## src/logic/drp_pkg.sv

```systemverilog
// Shared constants and types for the dual-rank DRAM pin interface
`default_nettype none
package drp_pkg;

  // ==========================================================
  // Geometry
  localparam int RANKS  = 2;
  localparam int DQ_MAX = 8;
  localparam int ADDR_W = 16;
  localparam int BA_W   = 3;
  localparam int PIN_W  = 37;   // Width of the sampled pin vector

  // ==========================================================
  // Mode register selects and fields
  localparam logic [2:0] MR0_SEL     = 3'h0;
  localparam logic [2:0] MR1_SEL     = 3'h1;
  localparam int         MR0_BL_LO   = 0;
  localparam int         MR0_BL_HI   = 1;
  localparam logic [1:0] MR0_BL_FIX8 = 2'h0;
  localparam logic [1:0] MR0_BL_OTF  = 2'h1;
  localparam logic [1:0] MR0_BL_BC4  = 2'h2;
  localparam int         MR1_RTT_B0  = 2;
  localparam int         MR1_RTT_B1  = 6;
  localparam int         MR1_RTT_B2  = 9;
  localparam int         MR1_TDQS    = 11;
  localparam int         ADDR_BC     = 12;
  localparam logic [3:0] BURST_8     = 4'h8;
  localparam logic [3:0] BURST_4     = 4'h4;

  // ==========================================================
  // Reset values
  localparam logic [1:0] RST_BL_MODE = MR0_BL_FIX8;
  localparam logic       RST_RTT_DIS = 1'b0;
  localparam logic       RST_TDQS_EN = 1'b0;

  // ==========================================================
  // Commands, coded as {cs_n, ras_n, cas_n, we_n}
  typedef enum logic [3:0] {
    DRP_CMD_MRS = 4'h0,
    DRP_CMD_REF = 4'h1,
    DRP_CMD_PRE = 4'h2,
    DRP_CMD_ACT = 4'h3,
    DRP_CMD_WR  = 4'h4,
    DRP_CMD_RD  = 4'h5,
    DRP_CMD_ZQC = 4'h6,
    DRP_CMD_NOP = 4'h7,
    DRP_CMD_DES = 4'h8
  } drp_cmd_t;

  typedef enum logic [1:0] {
    DRP_ST_IDLE = 2'h0,
    DRP_ST_WR   = 2'h1,
    DRP_ST_RD   = 2'h2
  } drp_state_t;

  // Decode one rank's command from its select and the shared strobes
  function automatic drp_cmd_t drp_decode(logic cs_n, logic ras_n,
                                          logic cas_n, logic we_n);
    return cs_n ? DRP_CMD_DES : drp_cmd_t'({1'b0, ras_n, cas_n, we_n});
  endfunction : drp_decode

endpackage : drp_pkg
`default_nettype wire

```

## src/logic/drp_buf_if.sv

```systemverilog
// Valid/ready carrier for read words between the design's modules
`timescale 1ns/1ps
`default_nettype none
interface drp_buf_if #(parameter int W = 8);
  logic [W-1:0] data;
  logic         valid;
  logic         ready;
  modport src (output data, output valid, input ready);
  modport snk (input data, input valid, output ready);
endinterface : drp_buf_if
`default_nettype wire

```

## src/logic/drp_rd_buf.sv

```systemverilog
// Small valid/ready buffer for read words
`timescale 1ns/1ps
`default_nettype none
module drp_rd_buf #(
  parameter int W     = 8,
  parameter int DEPTH = 2
) (
  // Clock and reset
  input wire logic clk,
  input wire logic rst_n,
  // Fill and drain sides
  drp_buf_if.snk   up,
  drp_buf_if.src   dn
);
  localparam int AW = (DEPTH > 1) ? $clog2(DEPTH) : 1;
  localparam logic [AW:0] FULL = (AW+1)'(DEPTH);

  logic [W-1:0]  mem_q [DEPTH];
  logic [AW-1:0] wp_q;
  logic [AW-1:0] rp_q;
  logic [AW:0]   cnt_q;
  logic          push;
  logic          pop;

  function automatic logic [AW-1:0] next_ptr(logic [AW-1:0] p);
    return (p == AW'(DEPTH - 1)) ? '0 : AW'(p + 1'b1);
  endfunction : next_ptr

  // Handshake flags
  assign up.ready = (cnt_q != FULL);
  assign dn.valid = (cnt_q != '0);
  assign dn.data  = mem_q[rp_q];
  assign push     = up.valid & up.ready;
  assign pop      = dn.valid & dn.ready;

  // Storage
  always_ff @(posedge clk) begin
    if (push) begin
      mem_q[wp_q] <= up.data;
    end
  end

  // Pointers and fill count
  always_ff @(posedge clk or negedge rst_n) begin
    if (!rst_n) begin
      wp_q  <= '0;
      rp_q  <= '0;
      cnt_q <= '0;
    end else begin
      if (push) begin
        wp_q <= next_ptr(wp_q);
      end
      if (pop) begin
        rp_q <= next_ptr(rp_q);
      end
      cnt_q <= AW'(0) + cnt_q + (AW+1)'(push) - (AW+1)'(pop);
    end
  end
endmodule : drp_rd_buf
`default_nettype wire

```

## src/logic/drp_pin_if_top.sv

```systemverilog
// Dual-rank DRAM pin interface: command, mask, termination, strobes
//
// Notes on behaviour
// - A command is decoded only when its chip select is low; high masks it.
// - The command is the joint level of select, ras, cas and we strobes.
// - A write beat sampled with the mask high is dropped, others stored.
// - Termination follows each rank's registered on-die termination input.
// - Termination covers only the used data lines, strobes and mask ball.
// - When termination is turned off by mode load the input is ignored.
// - The active low reset asserts without the clock; release takes two clock edges.
// - Read strobe transitions coincide with read data transitions.
// - In 8-bit mode with termination strobe on, masking is disabled.
// - Width dependent balls carry upper data only in 8-bit mode.
// - Command inputs are sampled where clock rises and its pair falls.
// - With on-the-fly chop, address bit 12 high gives 8 beats, low 4.
`timescale 1ns/1ps
`default_nettype none
module drp_pin_if_top #(
  parameter bit X8    = 1'b1,
  parameter int COL_W = 4
) (
  // Clock and reset
  input  wire logic        sys_clk,
  input  wire logic        rst_n,
  // Differential link clock
  input  wire logic        ck,
  input  wire logic        ck_n,
  // Command bus
  input  wire logic [1:0]  cs_n,
  input  wire logic        ras_n,
  input  wire logic        cas_n,
  input  wire logic        we_n,
  input  wire logic [2:0]  ba,
  input  wire logic [15:0] addr,
  input  wire logic [1:0]  odt,
  // Data bus
  input  wire logic        dm,
  input  wire logic [7:0]  dq_i,
  output logic      [7:0]  dq_o,
  output logic      [7:0]  dq_oe,
  output logic             dqs_o,
  output logic             dqs_n_o,
  output logic             dqs_oe,
  // Termination status per rank
  output logic      [1:0]  term_en,
  output logic      [1:0]  term_tdqs_en
);
  // ==========================================================
  // Width selection
  localparam logic [7:0] DQ_USED = X8 ? 8'hff : 8'h0f;

  // ==========================================================
  // Reset release
  logic rst_s1_q;
  logic rst_int_n;

  // Asynchronous assert, two-stage release
  always_ff @(posedge sys_clk or negedge rst_n) begin
    if (!rst_n) begin
      rst_s1_q  <= 1'b0;
      rst_int_n <= 1'b0;
    end else begin
      rst_s1_q  <= 1'b1;
      rst_int_n <= rst_s1_q;
    end
  end

  // ==========================================================
  // Pin sampling
  logic [drp_pkg::PIN_W-1:0] s1_q;
  logic [drp_pkg::PIN_W-1:0] s2_q;
  logic [drp_pkg::PIN_W-1:0] s3_q;
  logic [drp_pkg::PIN_W-1:0] lvl_q;
  logic        p_ck;
  logic        p_ckn;
  logic [1:0]  p_cs;
  logic        p_ras;
  logic        p_cas;
  logic        p_we;
  logic [2:0]  p_ba;
  logic [15:0] p_addr;
  logic [1:0]  p_odt;
  logic        p_dm;
  logic [7:0]  p_dq;

  // Three stages; a bit moves once stages two and three agree
  always_ff @(posedge sys_clk or negedge rst_int_n) begin
    if (!rst_int_n) begin
      s1_q  <= '1;
      s2_q  <= '1;
      s3_q  <= '1;
      lvl_q <= '1;
    end else begin
      s1_q  <= {ck, ck_n, cs_n, ras_n, cas_n, we_n, ba, addr, odt, dm, dq_i};
      s2_q  <= s1_q;
      s3_q  <= s2_q;
      lvl_q <= (~(s2_q ^ s3_q) & s3_q) | ((s2_q ^ s3_q) & lvl_q);
    end
  end

  assign {p_ck, p_ckn, p_cs, p_ras, p_cas, p_we, p_ba, p_addr, p_odt,
          p_dm, p_dq} = lvl_q;

  // ==========================================================
  // Clock crossing detection
  logic crs_r;
  logic crs_f;
  logic crs_r_q;
  logic crs_f_q;
  logic rise;
  logic edge_any;

  assign crs_r    = p_ck & ~p_ckn;
  assign crs_f    = ~p_ck & p_ckn;
  assign rise     = crs_r & ~crs_r_q;
  assign edge_any = rise | (crs_f & ~crs_f_q);

  // Previous crossing levels
  always_ff @(posedge sys_clk or negedge rst_int_n) begin
    if (!rst_int_n) begin
      crs_r_q <= 1'b0;
      crs_f_q <= 1'b0;
    end else begin
      crs_r_q <= crs_r;
      crs_f_q <= crs_f;
    end
  end

  // ==========================================================
  // Command decode
  drp_pkg::drp_cmd_t cmd_r [drp_pkg::RANKS];
  drp_pkg::drp_cmd_t cmd_sel;
  logic              sel_rank;

  // Each rank sees its own select with the shared strobes
  always_comb begin
    for (int r = 0; r < drp_pkg::RANKS; r++) begin
      cmd_r[r] = drp_pkg::drp_decode(p_cs[r], p_ras, p_cas, p_we);
    end
  end

  assign sel_rank = p_cs[0];
  assign cmd_sel  = cmd_r[sel_rank];

  // ==========================================================
  // Mode state per rank
  logic [1:0] bl_mode_q [drp_pkg::RANKS];
  logic [1:0] rtt_dis_q;
  logic [1:0] tdqs_en_q;

  // Mode register loads
  always_ff @(posedge sys_clk or negedge rst_int_n) begin
    if (!rst_int_n) begin
      for (int r = 0; r < drp_pkg::RANKS; r++) begin
        bl_mode_q[r] <= drp_pkg::RST_BL_MODE;
        rtt_dis_q[r] <= drp_pkg::RST_RTT_DIS;
        tdqs_en_q[r] <= drp_pkg::RST_TDQS_EN;
      end
    end else if (rise) begin
      for (int r = 0; r < drp_pkg::RANKS; r++) begin
        if (cmd_r[r] == drp_pkg::DRP_CMD_MRS) begin
          if (p_ba == drp_pkg::MR0_SEL) begin
            bl_mode_q[r] <= p_addr[drp_pkg::MR0_BL_HI:drp_pkg::MR0_BL_LO];
          end else if (p_ba == drp_pkg::MR1_SEL) begin
            rtt_dis_q[r] <= ~(p_addr[drp_pkg::MR1_RTT_B0] |
                              p_addr[drp_pkg::MR1_RTT_B1] |
                              p_addr[drp_pkg::MR1_RTT_B2]);
            tdqs_en_q[r] <= X8 & p_addr[drp_pkg::MR1_TDQS];
          end
        end
      end
    end
  end

  // ==========================================================
  // Termination
  logic [1:0] term_q;
  logic [1:0] term_tdqs_q;

  // Registered on each rising crossing
  always_ff @(posedge sys_clk or negedge rst_int_n) begin
    if (!rst_int_n) begin
      term_q      <= '0;
      term_tdqs_q <= '0;
    end else if (rise) begin
      term_q      <= p_odt & ~rtt_dis_q;
      term_tdqs_q <= p_odt & ~rtt_dis_q & tdqs_en_q;
    end
  end

  assign term_en      = term_q;
  assign term_tdqs_en = term_tdqs_q;

  // ==========================================================
  // Burst sequencing
  drp_pkg::drp_state_t st_q;
  logic                rank_q;
  logic [COL_W-1:0]    col_q;
  logic [3:0]          len_q;
  logic [3:0]          beat_q;
  logic [3:0]          bl;
  logic                start_wr;
  logic                start_rd;
  logic                last_beat;

  // Burst length from mode and chop bit
  always_comb begin
    unique case (bl_mode_q[sel_rank])
      drp_pkg::MR0_BL_OTF: bl = p_addr[drp_pkg::ADDR_BC] ?
                                drp_pkg::BURST_8 : drp_pkg::BURST_4;
      drp_pkg::MR0_BL_BC4: bl = drp_pkg::BURST_4;
      default:             bl = drp_pkg::BURST_8;
    endcase
  end

  assign start_wr  = rise && st_q == drp_pkg::DRP_ST_IDLE &&
                     cmd_sel == drp_pkg::DRP_CMD_WR;
  assign start_rd  = rise && st_q == drp_pkg::DRP_ST_IDLE &&
                     cmd_sel == drp_pkg::DRP_CMD_RD;
  assign last_beat = (beat_q == len_q - 4'h1);

  drp_buf_if #(.W(8)) rd_in ();
  drp_buf_if #(.W(8)) rd_out ();

  // Burst state machine
  always_ff @(posedge sys_clk or negedge rst_int_n) begin
    if (!rst_int_n) begin
      st_q   <= drp_pkg::DRP_ST_IDLE;
      rank_q <= 1'b0;
      col_q  <= '0;
      len_q  <= drp_pkg::BURST_8;
      beat_q <= '0;
    end else begin
      unique case (st_q)
        drp_pkg::DRP_ST_IDLE: begin
          if (start_wr || start_rd) begin
            st_q   <= start_wr ? drp_pkg::DRP_ST_WR : drp_pkg::DRP_ST_RD;
            rank_q <= sel_rank;
            col_q  <= p_addr[COL_W-1:0];
            len_q  <= bl;
            beat_q <= '0;
          end
        end
        drp_pkg::DRP_ST_WR: begin
          if (edge_any) begin
            beat_q <= beat_q + 4'h1;
            st_q   <= last_beat ? drp_pkg::DRP_ST_IDLE : st_q;
          end
        end
        drp_pkg::DRP_ST_RD: begin
          if (rd_in.valid && rd_in.ready) begin
            beat_q <= beat_q + 4'h1;
            st_q   <= last_beat ? drp_pkg::DRP_ST_IDLE : st_q;
          end
        end
        default: st_q <= drp_pkg::DRP_ST_IDLE;
      endcase
    end
  end

  // ==========================================================
  // Storage and write masking
  logic [7:0]     mem_q [2**(COL_W+1)];
  logic [COL_W:0] idx;
  logic           mask_on;
  logic           wr_beat;
  logic           wr_en;

  assign idx     = {rank_q, col_q + COL_W'(beat_q)};
  assign mask_on = ~tdqs_en_q[rank_q];
  assign wr_beat = (st_q == drp_pkg::DRP_ST_WR) && edge_any;
  assign wr_en   = wr_beat && !(p_dm && mask_on);

  // Array write, one beat per crossing
  always_ff @(posedge sys_clk) begin
    if (wr_en) begin
      mem_q[idx] <= p_dq & DQ_USED;
    end
  end

  // ==========================================================
  // Read path
  assign rd_in.data   = mem_q[idx];
  assign rd_in.valid  = (st_q == drp_pkg::DRP_ST_RD);
  assign rd_out.ready = edge_any;

  drp_rd_buf #(.W(8), .DEPTH(2)) u_rd_buf (
    .clk   (sys_clk),
    .rst_n (rst_int_n),
    .up    (rd_in),
    .dn    (rd_out)
  );

  // Drive one beat per crossing with a strobe toggle
  always_ff @(posedge sys_clk or negedge rst_int_n) begin
    if (!rst_int_n) begin
      dq_o    <= '0;
      dq_oe   <= '0;
      dqs_o   <= 1'b0;
      dqs_n_o <= 1'b1;
      dqs_oe  <= 1'b0;
    end else if (edge_any) begin
      if (rd_out.valid) begin
        dq_o    <= rd_out.data & DQ_USED;
        dq_oe   <= DQ_USED;
        dqs_o   <= ~dqs_o;
        dqs_n_o <= dqs_o;
        dqs_oe  <= 1'b1;
      end else begin
        dq_oe   <= '0;
        dqs_o   <= 1'b0;
        dqs_n_o <= 1'b1;
        dqs_oe  <= 1'b0;
      end
    end
  end
endmodule : drp_pin_if_top
`default_nettype wire

```

## config.mk

```make
export PLATFORM = sky130hd
export DESIGN_NAME = drp_pin_if_top
export DESIGN_NICKNAME = d
export VERILOG_FILES = /design/src/logic/drp_pkg.sv /design/src/logic/drp_buf_if.sv /design/src/logic/drp_rd_buf.sv /design/src/logic/drp_pin_if_top.sv
export SDC_FILE = /design/constraint.sdc
export NUM_CORES = 1
export LEC_CHECK = 0
export ABC_AREA = 1
export BUFFER_PORTS_ARGS = -buffer_cell sky130_fd_sc_hd__buf_2
export CAP_MARGIN = 15
export CORE_MARGIN = 8
export CORE_UTILIZATION = 54
export DETAILED_ROUTE_END_ITERATION = 16
export GPL_TIMING_DRIVEN = 1
export HOLD_SLACK_MARGIN = 0.03
export PLACE_DENSITY = 0.71
export SYNTH_ARGS = -nofsm -noshare
export SYNTH_HDL_FRONTEND = slang
export SYNTH_SLANG_ARGS = --single-unit
export TNS_END_PERCENT = 1
```

## constraint.sdc

```tcl
create_clock -name sys_clk -period 7.8 [get_ports sys_clk]
set_input_delay 0.39 -clock sys_clk [delete_from_list [all_inputs] [get_ports sys_clk]]
set_output_delay 0.39 -clock sys_clk [all_outputs]
set_load 0.02 [all_outputs]
```

==> reports/qor.yml <==
htreeDepth: 2
synth_edf_count: 272
worst-path-buf-inv: 2
hold_viol_final: 0
drtAntennaViolNets: 0
syn-instance-count: 1498
track_usage: 0.181
crit_path_cell_trace: "ha_4 > fa_2 > buf_4 > inv_2 > nor2_2 > nand2_1 > nor2_1"
grt_max_degree: 87
hold_path.class: "in2async"
finClkSkew_ps: 29.8
vias_per_cell: 5.15
switchingPower_mw: 2.88
drt_wl_total_mm: 33.9
rsz0062_at_grt: "false"
clkTransAtPathRegs_ps: 60
p_sw_frac: 0.386
synthTopCellsByCount: "nor2_1, nand2_1, edfxtp_1, inv_1, dfstp_2"
wl_per_cell_um: 16.9
firstDrtPassIters: 5
cts_resized: 0
cts_root_buf: "clkbuf_16"
tns_ps: 0
synth_top_area_cell: "edfxtp_1"
antenna_found_initial: 0
drv_slew: 0
ir_worst_vdd_v: 0.000259
ys_types: 37
fp-row-count: 65
required_ps: 7970
synth.most_common_cell: "nor2_1"
drive_above_1_share: 0.164
clock_sinks: 432
start_util: 0.545
pwr-share-seq: 0.383
n_antenna_cell: 0
clkLatencyLatePin_ps: 550
dp_hpwl_mm: 20.0
crit_family: "simple AND/OR/NAND/NOR gates"
post-place-ws_ps: 2800
io_pins: 62
dieArea_um2: 37600
drv_cap: 0
yosys_most_used_dff: "edfxtp_1"
cpPeakStageDelay_ps: 980
port_buffers: 53
p_int_mw: 4.58
via_count: 10368
yosysSeqAreaShare: 0.722
cts_tree: "yes"
crit_slowest_cell: "nor2_2"
clockBufferDepth: 3
holdWs_ps: 193
setup_violations: 0
p_per_area_nw_per_um2: 387
gp_congestion: 0.813
timing.final.crit_share: 0.650
finalCriticalPeriod_ps: 5070
drc_errors: 0
syn_nets: 1550
multi_input_area_um2: 3890
grt-ovfl-total: 0
synthArstFlopShare: 0.370
cts_inserted_buffers: 43
worstPathArrival_ps: 5240
worst_pin_slew_ps: 1050
die_y_um: 194
end_kind: "flop"
core-area_um2: 31300
p_clk_frac: 0.266
regArea_um2: 12300
area.growth.synth_to_final_pct: 13.1
yosys-top-cells-area: "edfxtp_1, dfstp_2, nor2_1, nand2_1, dfrtp_1"
netlist_area_um2: 17100
syn_area_per_cell_um2: 11.4
relSlewSlack: 0.297
finalNetCount: 1630
die_w_um: 194
n_fill_cell: 2347
criticalPathCategory: "reg2reg"
total_power_mw: 7.46
cts_setup_buffers: 0
cp-start-kind: "flop"
layout_setup_ws_ps: 2730
synth_top_area_frac: 0.479
drt_iter0_markers: 799
cp_max_fo: 68
leakage_nw: 8.04
fmax_mhz: 197
yosys_warnings: 0
first_global_vias: 10468
synth_seq_cells: 432
comb_power_share: 0.351
status: "finished, final reports clean"
grt_first_pass_wirelength_mm: 54.7
kinds of logic after synthesis:
| kind of cell | Yosys count | share of synthesized area |
|---|---|---|
| AO/OA/AOI/OAI | 60 | 0.0196 |
| XOR/XNOR | 4 | 0.00205 |
| adder cells (fa/ha/maj) | 42 | 0.0270 |
| buffers and inverters | 208 | 0.0513 |
| flip-flops | 432 | 0.722 |
| other | 1 | 0.000220 |
| AND/OR/NAND/NOR | 751 | 0.178 |
registers in the layout, summed over array words and instances (netlist names), 2 cells and up, named ones only:
signal and cells:
term_en 2, u_rd_buf.cnt_q 2, term_tdqs_en 2, beat_q 4, tdqs_en_q 2, rtt_dis_q 2
s3_q 29, st_q 2, s1_q 29, u_rd_buf.mem_q 16, mem_q 256, len_q 2
dq_o 8, s2_q 29, bl_mode_q 4, col_q 4
cells in the final DEF (no fill, tap or decap), types with 8 or more instances in the layout:
master,synthesis,layout
nand2_1,306,305
maj3_1,29,29
dfstp_2,118,118
clkbuf_8,0,10
buf_2,31,53
dlygate4sd3_1,0,30
inv_1,151,151
dfrtp_1,42,41
a21oi_1,28,28
a31oi_1,8,8
ha_1,12,11
o21ai_0,20,20
clkbuf_1,5,10
nand3_1,116,116
edfxtp_1,272,272
nor2_1,307,307
clkbuf_16,0,43
final timing paths:
check                           from      endpoint  slack (ps)  cells after the start
setup / recovery           beat_q[0]  mem_q[14][1]        2730                      7
hold / removal                 rst_n     rst_int_n         190                      2
setup reg to reg           beat_q[0]  mem_q[14][1]        2730                      7
hold reg to reg             s1_q[28]      s2_q[28]         350                      0
max in group asynchronous  rst_int_n       dq_o[1]        5810                      1
min in group sys_clk        s1_q[28]      s2_q[28]         350                      0
area by class of cell:
type,instances,share of cell area
Sequential cell,432,0.639
Inverter,154,0.0300
Timing Repair Buffer,89,0.0316
Clock buffer,63,0.0648
Clock inverter,15,0.00746
Multi-Input combinational cell,858,0.202
Tap cell,402,0.0261
routing by layer:
layer  track usage  share of wire  up-vias
met5             0              0        -
met4        0.0567          0.025        0
li1              -              -     5020
met3        0.0260          0.060       67
met2         0.313           0.49      310
met1         0.235           0.43     4971
what timing repair did:
action / in CTS / in global routing
hold buffers: 30 / 0
hold endpoints to repair: 31 / 0
setup endpoints to repair: 0 / 0
power by group through the flow:
stage	Sequential, mW	Clock (mW)	Combinational [mW]
floorplan	2.88	0	1.88
global placement	2.89	0	2.53
detailed placement	2.90	0	2.60
CTS	2.86	2.02	2.62
global route	2.88	2.11	2.93
finish	2.86	1.99	2.62
stage by stage:
stage                     cell area [µm²]   util  cells
final                               19300  0.616   2013
after global routing                19300  0.616   2013
after CTS                           19300  0.616   2013
after detailed placement            17600  0.562   1905
after global placement              17600  0.562   1905
after floorplan                     17100      -   1498
Note: power is estimated with default switching activity, not from simulation.
